===== src/hdl/pps_cfg.svh =====
/*
 * Timing, width and cell count constants of the pack protection supervisor.
 * Assumes a 10 MHz system clock; times are converted to cycles here.
 */
`ifndef PPS_CFG_SVH
`define PPS_CFG_SVH

`define PPS_CLK_HZ 10000000
`define PPS_SAMPLE_MS 40
// Divide first so that the long delays stay inside 32-bit arithmetic.
`define PPS_SAMPLE_CYC (`PPS_SAMPLE_MS * (`PPS_CLK_HZ / 1000))
`define PPS_OCD_MS 12
`define PPS_OCD_CYC (`PPS_OCD_MS * (`PPS_CLK_HZ / 1000))
`define PPS_OVD_MS 950
`define PPS_OVD_CYC (`PPS_OVD_MS * (`PPS_CLK_HZ / 1000))
`define PPS_UVD_MS 950
`define PPS_UVD_CYC (`PPS_UVD_MS * (`PPS_CLK_HZ / 1000))
`define PPS_CNT_W 24
`define PPS_MAX_CELLS 4
`define PPS_CELLS_LOW 3

`endif


===== src/hdl/pps_pkg.sv =====
/*
 * Types shared by the pack protection supervisor modules.
 * Assumes the constants header is included where counts are needed.
 */
package pps_pkg;

  typedef enum logic [1:0] {
    PPS_SLEEP,
    PPS_ACTIVE
  } pps_mode_e;

  typedef logic [23:0] pps_cnt_t;

endpackage : pps_pkg


===== src/hdl/pps_flags_if.sv =====
/*
 * Interface carrying qualified cell flags from the sampler to the core.
 * Assumes both ends share CLK_SYS.
 */
`timescale 1ns/10ps
interface pps_flags_if;
  logic ov_any;
  logic uv_any;
  logic ce_all;
  logic sample_tick;
  modport src (output ov_any, output uv_any, output ce_all,
    output sample_tick);
  modport dst (input ov_any, input uv_any, input ce_all,
    input sample_tick);
endinterface : pps_flags_if


===== src/hdl/pps_cell_sampler.sv =====
/*
 * Periodic cell sampler: latches per-cell comparator flags every period.
 * Assumes flags are already synchronised; cell count strap is static.
 */
`timescale 1ns/10ps
`include "pps_cfg.svh"
module pps_cell_sampler #(
  parameter int CELLS = `PPS_MAX_CELLS,
  parameter logic [23:0] PERIOD = 24'(`PPS_SAMPLE_CYC)
) (
  // Clock and reset.
  input wire logic clk,
  input wire logic rst_b,
  // Raw per-cell flags and cell count select.
  input wire logic [CELLS-1:0] ov,
  input wire logic [CELLS-1:0] uv,
  input wire logic [CELLS-1:0] ce,
  input wire logic four_cells,
  // Sampled results.
  pps_flags_if.src flg
);
  typedef struct packed {
    logic [23:0] cnt;
    logic ov_any;
    logic uv_any;
    logic ce_all;
    logic tick;
  } pps_smp_s;
  pps_smp_s st_q, st_d;
  logic [CELLS-1:0] en;

  genvar g;
  generate
    for (g = 0; g < CELLS; g++) begin : g_en
      assign en[g] = (g < `PPS_CELLS_LOW) ? 1'b1 : four_cells;
    end
  endgenerate

  always_comb begin
    st_d = st_q;
    st_d.tick = 1'b0;
    if (st_q.cnt >= PERIOD - 24'h000001) begin
      st_d.cnt = 24'h000000;
      st_d.tick = 1'b1;
      st_d.ov_any = |(ov & en);
      st_d.uv_any = |(uv & en);
      st_d.ce_all = &(ce | ~en);
    end else begin
      st_d.cnt = st_q.cnt + 24'h000001;
    end
  end

  always_ff @(posedge clk or negedge rst_b) begin
    if (!rst_b) begin
      st_q <= '0;
    end else begin
      st_q <= st_d;
    end
  end

  assign flg.ov_any = st_q.ov_any;
  assign flg.uv_any = st_q.uv_any;
  assign flg.ce_all = st_q.ce_all;
  assign flg.sample_tick = st_q.tick;

  chk_sample_gap: assert property (@(posedge clk) disable iff (!rst_b)
    st_q.tick |=> !st_q.tick [*2])
    else $error("Sample ticks too close together.");
endmodule : pps_cell_sampler


===== src/hdl/pps_delay_timer.sv =====
/*
 * Fault persistence timer: trips after the flag holds for LIMIT cycles.
 * Assumes the fault flag is synchronous to the clock.
 */
`timescale 1ns/10ps
`include "pps_cfg.svh"
module pps_delay_timer #(
  parameter logic [23:0] LIMIT = 24'h00000A
) (
  // Clock and reset.
  input wire logic clk,
  input wire logic rst_b,
  // Fault flag and forced clear.
  input wire logic fault,
  input wire logic hold,
  // Expiry level.
  output logic expired
);
  typedef struct packed {
    logic [23:0] cnt;
    logic done;
  } pps_tmr_s;
  pps_tmr_s st_q, st_d;

  always_comb begin
    st_d = st_q;
    // restart on drop. Early clearing never trips.
    if (hold || !fault) begin
      st_d.cnt = 24'h000000;
      st_d.done = 1'b0;
    end else if (st_q.cnt >= LIMIT - 24'h000001) begin
      st_d.done = 1'b1;
    end else begin
      st_d.cnt = st_q.cnt + 24'h000001;
    end
  end

  always_ff @(posedge clk or negedge rst_b) begin
    if (!rst_b) begin
      st_q <= '0;
    end else begin
      st_q <= st_d;
    end
  end

  assign expired = st_q.done;

  chk_trip_needs_fault: assert property (@(posedge clk) disable iff (!rst_b)
    $rose(expired) |-> $past(fault) && !$past(hold))
    else $error("Timer tripped without a held fault.");
endmodule : pps_delay_timer


===== src/hdl/pps_supervisor.sv =====
/*
 * Pack protection supervisor top: sleep/wake, fault qualification and
 * the charge and discharge block outputs for a 3 or 4 cell pack.
 * Assumes comparator flags and straps arrive as digital pins from the
 * analog front end and are asynchronous to CLK_SYS.
 */
// Notes on behaviour
// - Sample cell comparisons every 40 ms.
// - Overcurrent and charge detect watched continuously.
// - Power-up enters sleep, discharge blocked.
// - Only charge detect wakes from sleep.
// - Charge detect releases the discharge block.
// - Held undervoltage blocks discharge, then sleeps.
// - Held overvoltage blocks charge until enable.
// - Floating cell input counts as overvoltage.
// - Charge re-enabled when all cells below enable.
// - Overcurrent in discharge direction, after delay.
// - Overcurrent block clears when comparisons false.
// - Output states per fault condition.
// - Cell select strap picks three or four.
// - Pack disable forces both outputs high.
// - Pack disable holds overcurrent timer reset.
// - Pack disable release resumes normal evaluation.
// - Fault other than floating input must persist whole delay to trip.
// - Delays default 12 ms and 950 ms.
// - Sampling adds latency; overcurrent is prompt.
// - Recheck cells when undervoltage delay expires.
// - Outputs are active-high blocks.
`timescale 1ns/10ps
`include "pps_cfg.svh"
module pps_supervisor #(
  parameter int CELLS = `PPS_MAX_CELLS,
  parameter logic [23:0] SAMPLE_CYC = 24'(`PPS_SAMPLE_CYC),
  parameter logic [23:0] OCD_CYC = 24'(`PPS_OCD_CYC),
  parameter logic [23:0] OVD_CYC = 24'(`PPS_OVD_CYC),
  parameter logic [23:0] UVD_CYC = 24'(`PPS_UVD_CYC)
) (
  // Clock and reset.
  input wire logic CLK_SYS,
  input wire logic RST_B,
  // Per-cell comparator flags.
  input wire logic [CELLS-1:0] CELL_OV,
  input wire logic [CELLS-1:0] CELL_UV,
  input wire logic [CELLS-1:0] CELL_CE,
  input wire logic CELL_FLOAT,
  // Current sense comparator flags.
  input wire logic LOW_SIDE_OC,
  input wire logic HIGH_SIDE_OC,
  input wire logic LOW_SIDE_CHG_DET,
  input wire logic HIGH_SIDE_CHG_DET,
  // Straps and external disable.
  input wire logic CELL_COUNT_SEL,
  input wire logic PACK_DISABLE_IN,
  // FET control outputs and state.
  output logic CHARGE_BLOCK_OUT,
  output logic DISCHARGE_BLOCK_OUT,
  output logic SLEEP_OUT
);
  localparam int NS = 3 * CELLS + 6;

  typedef struct packed {
    logic [NS-1:0] s1;
    logic [NS-1:0] s2;
    pps_pkg::pps_mode_e mode;
    logic ov_lat;
    logic oc_lat;
    logic charge_block_out;
    logic discharge_block_out;
    logic slp;
  } pps_top_s;
  pps_top_s st_q, st_d;

  logic [NS-1:0] raw;
  logic [CELLS-1:0] ov_s, uv_s, ce_s;
  logic flt_s, oc_s, cd_s, sel_s, dis_s;
  logic ovd_exp, uvd_exp, ocd_exp, ov_fault;
  pps_flags_if flg ();

  // Overvoltage and charge enable travel apart; merging them would read
  // a healthy cell below the enable threshold as overvoltage.
  assign raw = {CELL_CE, CELL_OV, CELL_UV, CELL_FLOAT, LOW_SIDE_OC,
    HIGH_SIDE_OC, LOW_SIDE_CHG_DET | HIGH_SIDE_CHG_DET, CELL_COUNT_SEL,
    PACK_DISABLE_IN};
  assign ov_s = st_q.s2[2*CELLS+5 -: CELLS];
  assign uv_s = st_q.s2[CELLS+5 -: CELLS];
  assign flt_s = st_q.s2[5];
  assign oc_s = st_q.s2[4] | st_q.s2[3];
  assign cd_s = st_q.s2[2];
  assign sel_s = st_q.s2[1];
  assign dis_s = st_q.s2[0];

  pps_cell_sampler #(.CELLS(CELLS), .PERIOD(SAMPLE_CYC)) u_smp (
    .clk(CLK_SYS),
    .rst_b(RST_B),
    .ov(ov_s),
    .uv(uv_s),
    .ce(ce_s),
    .four_cells(sel_s),
    .flg(flg.src)
  );

  assign ov_fault = flg.ov_any | flt_s;

  pps_delay_timer #(.LIMIT(OVD_CYC)) u_ovd (
    .clk(CLK_SYS),
    .rst_b(RST_B),
    .fault(ov_fault),
    .hold(st_q.ov_lat),
    .expired(ovd_exp)
  );
  pps_delay_timer #(.LIMIT(UVD_CYC)) u_uvd (
    .clk(CLK_SYS),
    .rst_b(RST_B),
    .fault(flg.uv_any),
    .hold(st_q.slp),
    .expired(uvd_exp)
  );
  pps_delay_timer #(.LIMIT(OCD_CYC)) u_ocd (
    .clk(CLK_SYS),
    .rst_b(RST_B),
    .fault(oc_s),
    .hold(dis_s | st_q.oc_lat),
    .expired(ocd_exp)
  );

  always_comb begin
    st_d = st_q;
    st_d.s1 = raw;
    st_d.s2 = st_q.s1;
    case (st_q.mode)
      pps_pkg::PPS_SLEEP: begin
        if (cd_s) begin
          st_d.mode = pps_pkg::PPS_ACTIVE;
        end
      end
      pps_pkg::PPS_ACTIVE: begin
        if (ovd_exp || flt_s) begin
          st_d.ov_lat = 1'b1;
        end else if (st_q.ov_lat && flg.sample_tick && flg.ce_all) begin
          st_d.ov_lat = 1'b0;
        end
        if (ocd_exp) begin
          st_d.oc_lat = 1'b1;
        end else if (!oc_s) begin
          st_d.oc_lat = 1'b0;
        end
        if (uvd_exp && flg.uv_any) begin
          st_d.mode = pps_pkg::PPS_SLEEP;
          st_d.oc_lat = 1'b0;
        end
      end
      default: begin
        st_d.mode = pps_pkg::PPS_SLEEP;
      end
    endcase
    st_d.slp = (st_d.mode == pps_pkg::PPS_SLEEP);
    st_d.charge_block_out = st_d.ov_lat;
    st_d.discharge_block_out = st_d.slp | st_d.oc_lat;
    if (dis_s) begin
      st_d.charge_block_out = 1'b1;
      st_d.discharge_block_out = 1'b1;
    end
  end

  always_ff @(posedge CLK_SYS or negedge RST_B) begin
    if (!RST_B) begin
      st_q <= '0;
      st_q.mode <= pps_pkg::PPS_SLEEP;
      st_q.discharge_block_out <= 1'b1;
      st_q.slp <= 1'b1;
    end else begin
      st_q <= st_d;
    end
  end

  assign ce_s = st_q.s2[NS-1 -: CELLS];
  assign CHARGE_BLOCK_OUT = st_q.charge_block_out;
  assign DISCHARGE_BLOCK_OUT = st_q.discharge_block_out;
  assign SLEEP_OUT = st_q.slp;

  chk_disable_both: assert property (@(posedge CLK_SYS) disable iff (!RST_B)
    dis_s |=> CHARGE_BLOCK_OUT && DISCHARGE_BLOCK_OUT)
    else $error("Pack disable did not block both paths.");
  chk_sleep_blocks: assert property (@(posedge CLK_SYS) disable iff (!RST_B)
    SLEEP_OUT |-> DISCHARGE_BLOCK_OUT)
    else $error("Sleep without discharge block.");
  chk_wake_cause: assert property (@(posedge CLK_SYS) disable iff (!RST_B)
    $fell(SLEEP_OUT) |-> $past(cd_s))
    else $error("Woke without charge detect.");
  chk_uv_sleep: assert property (@(posedge CLK_SYS) disable iff (!RST_B)
    (st_q.mode == pps_pkg::PPS_ACTIVE && uvd_exp && flg.uv_any)
    |=> SLEEP_OUT && DISCHARGE_BLOCK_OUT)
    else $error("Undervoltage expiry did not sleep.");
  chk_ov_hold: assert property (@(posedge CLK_SYS) disable iff (!RST_B)
    $fell(st_q.ov_lat) |-> $past(flg.ce_all))
    else $error("Charge re-enabled without charge enable.");
  chk_oc_release: assert property (@(posedge CLK_SYS) disable iff (!RST_B)
    $fell(st_q.oc_lat) |-> !$past(oc_s) || $past(uvd_exp))
    else $error("Overcurrent block dropped while fault present.");
  chk_oc_hold_dis: assert property (@(posedge CLK_SYS) disable iff (!RST_B)
    dis_s |=> !ocd_exp)
    else $error("Overcurrent timer ran during disable.");
  chk_chg_table: assert property (@(posedge CLK_SYS) disable iff (!RST_B)
    !dis_s && !st_d.ov_lat |=> !CHARGE_BLOCK_OUT)
    else $error("Charge block without overvoltage.");

  chk_ov_blocks: assert property (@(posedge CLK_SYS) disable iff (!RST_B)
    st_q.ov_lat |-> CHARGE_BLOCK_OUT)
    else $error("Overvoltage latch without charge block.");
  chk_oc_blocks: assert property (@(posedge CLK_SYS) disable iff (!RST_B)
    st_q.oc_lat |-> DISCHARGE_BLOCK_OUT)
    else $error("Overcurrent latch without discharge block.");
  chk_dis_release: assert property (@(posedge CLK_SYS) disable iff (!RST_B)
    !dis_s && !st_d.slp && !st_d.oc_lat |=> !DISCHARGE_BLOCK_OUT)
    else $error("Discharge blocked with no cause.");
  chk_sleep_stays: assert property (@(posedge CLK_SYS) disable iff (!RST_B)
    SLEEP_OUT && !cd_s |=> SLEEP_OUT)
    else $error("Left sleep without charge detect.");

  cov_uv_sleep: cover property (@(posedge CLK_SYS) disable iff (!RST_B)
    $rose(SLEEP_OUT));
  cov_wake: cover property (@(posedge CLK_SYS) disable iff (!RST_B)
    $fell(SLEEP_OUT));
  cov_ov_trip: cover property (@(posedge CLK_SYS) disable iff (!RST_B)
    $rose(CHARGE_BLOCK_OUT) && !dis_s);
  cov_oc_trip: cover property (@(posedge CLK_SYS) disable iff (!RST_B)
    $rose(st_q.oc_lat));
endmodule : pps_supervisor


===== config.mk =====
export PLATFORM = sky130hd
export DESIGN_NAME = pps_supervisor
export DESIGN_NICKNAME = d
export VERILOG_FILES = /design/src/hdl/pps_pkg.sv /design/src/hdl/pps_flags_if.sv /design/src/hdl/pps_cell_sampler.sv /design/src/hdl/pps_delay_timer.sv /design/src/hdl/pps_supervisor.sv
export VERILOG_INCLUDE_DIRS = /design/src /design/src/hdl
export SDC_FILE = /design/constraint.sdc
export NUM_CORES = 1
export LEC_CHECK = 0
export ABC_AREA = 0
export ABC_CLOCK_PERIOD_IN_PS = 2500
export BUFFER_PORTS_ARGS = -buffer_cell sky130_fd_sc_hd__buf_2
export CAP_MARGIN = 20
export CORE_MARGIN = 4
export CORE_UTILIZATION = 61
export CTS_CLUSTER_DIAMETER = 30
export CTS_CLUSTER_SIZE = 28
export DETAILED_ROUTE_END_ITERATION = 12
export GPL_ROUTABILITY_DRIVEN = 1
export PLACE_DENSITY = 0.82
export SYNTH_ARGS = -nofsm -noshare
export SYNTH_HDL_FRONTEND = slang
export SYNTH_SLANG_ARGS = --single-unit

===== constraint.sdc =====
create_clock -name CLK_SYS -period 2.5 [get_ports CLK_SYS]
set_input_delay 0.375 -clock CLK_SYS [delete_from_list [all_inputs] [get_ports CLK_SYS]]
set_output_delay 0.375 -clock CLK_SYS [all_outputs]
set_load 0.02 [all_outputs]

==> impl_metrics.py <==
metrics = {
    "clock_tree": {
        "clock-sinks": 146,
        "htreeDepth": 4,
        "clk_transition_reported_paths_ns": 0.07,
        "insertion_delay_of_the_later_clocked_pin_in_the_worst_skew_pair_ns": 0.54,
        "clock_tree_from_tritoncts": "done",
        "clockBufferDepth": 2,
        "ctsRootBufferMaster": "clkbuf_8",
        "postCtsSetupBuffers": 0,
        "cts_inserted_buffers": 17,
    },
    "synth": {
        "synth-edff-count": 0,
        "synth.avg_cell_area_um2": 10.61,
        "post-synth-top-area-cell": "dfrtp_1",
        "synth_flop_cell": "dfrtp_1",
        "synth.top_cells.by_area": "dfrtp_1 58%, nor2_1 5.2%, xor2_1 5.1%",
        "synthesis.yosys.warnings": 0,
        "yosys-top-cells-count": "144 x dfrtp_1, 86 x nor2_1, 38 x nand2_1, 38 x nand3_1, 36 x xor2_1",
        "synth_seq_cells": 146,
        "postSynthCellCount": 583,
        "ys_seq_area_share_pct": 59.09,
        "synth.most_common_cell": "dfrtp_1",
        "synthDistinctLibCells": 50,
        "fraction_of_synthesized_cell_area_taken_by_the_top_area_cell_type_pct": 58.24,
        "async_flop_share_pct": 100.0,
        "mappedNetlistArea_um2": 6187,
    },
    "setup_path": {
        "start_kind": "flip-flop",
        "critPathCaptureType": "flip-flop",
        "path_cells": "ha_1 > and4_1 > o311ai_1 > or3_4 > nand4_4 > or4_1 > nand2_1",
        "worst-endpoint-arrival_ns": 2.83,
        "worst_path_largest_cell_delay_ns": 0.57,
        "timing_worst_setup_path_type": "flip-flop to flip-flop",
        "rr_worst_depth": 7,
        "worst-endpoint-required_ns": 2.98,
        "critical-path-slowest-cell": "or4_1",
        "crit_fanout": 18,
    },
    "pwr": {
        "p_int_mw": 4.035,
        "switching_share_pct": 23.23,
        "total_switching_power_mw": 1.221,
        "clock_power_share_pct": 49.9,
        "seq_power_share_pct": 46.5,
        "vdd_ir_drop_max_mv": 0.6659,
        "leakage_nw": 3.068,
        "cellPowerDensity_nw_per_um2": 716.8,
        "combPwrFrac_pct": 3.6,
    },
    "route": {
        "violation_count_after_the_first_detailed_routing_iteration": 362,
        "number_of_nets_with_antenna_violations_after_routing": 0,
        "drcViolationCount": 0,
        "dr_total_vias": 4563,
        "totalWireLength_mm": 12.71,
        "wl_per_cell_um": 16.17,
        "post_drt_via_cell_ratio": 5.805,
        "drt_pre_antenna_iters": 5,
    },
    "place": {
        "placed_area_um2": 6516,
        "pre_cts_slack_ns": -0.06309,
        "gp_congestion": 0.8668,
        "place.detailed.hpwl_mm": 7.329,
        "dp.cells": 736,
        "port_buffers": 23,
    },
    "timing": {
        "fin_worst_hold_slack_ns": 0.04511,
        "share_of_the_clock_period_used_by_the_worst_path_pct": 94.20,
        "achievable-frequency_mhz": 424.6,
        "timing.final.ws_setup_ns": 0.1449,
        "setup_violations": 0,
        "rsz0062_at_grt": "false",
        "finalSetupTns_ns": 0,
        "slew-limit-headroom_pct": 52.73,
        "max_slew.worst_pin.slew_ns": 0.7036,
        "finalHoldViolations": 0,
        "timing.clock.skew_ns": 0.005189,
        "report.final.slew_viol_count": 0,
        "fin_crit_ns": 2.355,
    },
    "floorplanning": {
        "placeableCoreArea_um2": 9819,
        "initial_core_util_pct": 63.01,
        "placementRows": 36,
        "die_area_um2": 11820,
        "boundaryPins": 24,
        "die_h_um": 108.7,
        "die_w_um": 108.7,
    },
    "global_route": {
        "grt_overflow_total": 0,
        "gr-usage-all-layers_pct": 24.44,
        "global_route_wire_length_before_repair_mm": 22.26,
        "first_global_vias": 4724,
        "maximum_number_of_pins_on_one_net_before_global_route_repair": 67,
        "antenna_violations_before_repair": 0,
    },
    "worst_hold_path": {
        "holdCritPathClass": "input pin to flip-flop",
        "holdPathStages": 2,
    },
    "cells_and_area": {
        "n_antenna_cell": 0,
        "post_route_cells_drive_above_1_share_pct": 12.25,
        "fill_cells": 655,
        "areaGrowthSynthToFinish_pct": 18.50,
        "finish.net_count": 665,
        "final_area_um2": 7332,
        "final_cells": 786,
    },
    "status": {
        "run_status": "completed",
    },
    "run": {
        "maxCapViolations": 0,
    },
}
-- layout make-up --
| cell class | instances | area, µm² | share of cell area [%] |
|---|---|---|---|
| Multi-Input combinational cell | 415 | 2466 | 33.63 |
| Timing Repair Buffer | 51 | 401.6 | 5.478 |
| Inverter | 9 | 33.78 | 0.4608 |
| Sequential cell | 146 | 3656 | 49.86 |
| Tap cell | 133 | 166.4 | 2.270 |
| Clock buffer | 17 | 414.1 | 5.648 |
| Clock inverter | 15 | 193.9 | 2.645 |
-- registers in the layout, indices dropped and copies added (netlist names), 4 cells and up --
register,count
u_ovd.st_q,24
u_uvd.st_q,24
st_d,18
ce_s,4
u_ocd.st_q,24
ov_s,4
u_smp.st_q,24
st_q,10
-- metal layers --
metal	part of all wire [%]	track usage, %	wire length (µm)
met1	41	30.67	5245
met5	0	0	0
met3	4.6	6.157	589
met4	3.0	12.80	384
met2	51	39.36	6490
-- metrics by stage --
stage	power, mW	util [%]
after floorplan	2.549	-
after global placement	2.642	66.36
after detailed placement	2.653	66.36
after CTS	5.294	74.54
after global routing	5.427	74.67
final	5.256	74.67
-- placed cells by master (no fill, tap or decap), types with 8 or more instances in the layout --
master / count
and4_1: 8
buf_4: 8
or3_1: 13
dlygate4sd3_1: 18
inv_1: 9
dfrtp_1: 144
xnor2_1: 20
nand4_1: 21
and3_1: 12
nand3_1: 38
buf_2: 22
nand2_1: 38
o21ai_0: 19
a21oi_1: 27
nor2_1: 86
clkbuf_16: 16
xor2_1: 36
and2_1: 14
nor3_1: 11
-- worst max-delay path, delay by kind of cell (launching register included) --
family                     cells  cell delay (ns)
adders and majority gates      1             0.27
AOI/OAI and AO/OA              1             0.22
and+or+nand+nor                5             1.37
DFF                            1             0.43
-- power by group through the flow --
stage	Sequential [mW]	Clock (mW)	Combinational (mW)
floorplan	2.48	0	0.0656
CTS	2.45	2.66	0.188
detailed placement	2.49	0	0.165
finish	2.45	2.62	0.187
global placement	2.48	0	0.158
global route	2.45	2.76	0.214
-- final timing paths --
kind	slack, ns	startpoint	to
min	0.05	LOW_SIDE_CHG_DET	st_d[9]$_DFF_PN0_
min reg2reg	0.35	st_d[10]$_DFF_PN0_	st_q[10]$_DFF_PN0_
min in group asynchronous	0.40	RST_B	u_ovd.st_q[8]$_DFFE_PN0P_
max in group asynchronous	1.37	RST_B	DISCHARGE_BLOCK_OUT$_DFF_PN1_
max	0.14	u_uvd.st_q[1]$_DFFE_PN0P_	u_uvd.st_q[16]$_DFFE_PN0P_
max reg2reg	0.14	u_uvd.st_q[1]$_DFFE_PN0P_	u_uvd.st_q[16]$_DFFE_PN0P_
-- logic make-up after synthesis --
kind of cell             after synthesis  share of synthesized area [%]
buffers and inverters                 27                          1.800
AO/OA/AOI/OAI                         71                          6.997
adder cells (fa/ha/maj)                4                         0.8089
flip-flops                           146                          59.09
other                                  1                        0.06061
XOR/XNOR                              56                          7.927
AND/OR/NAND/NOR                      275                          22.81
multiplexers                           3                         0.5056
-- what timing repair did --
item | in CTS | in global routing
setup endpoints to repair | 7 | 9
hold buffers | 18 | 0
gates resized for setup | 2 | 2
pin swaps | 2 | 0
endpoints found under the hold margin | 81 | 0
(Power assumes the default switching activity.)
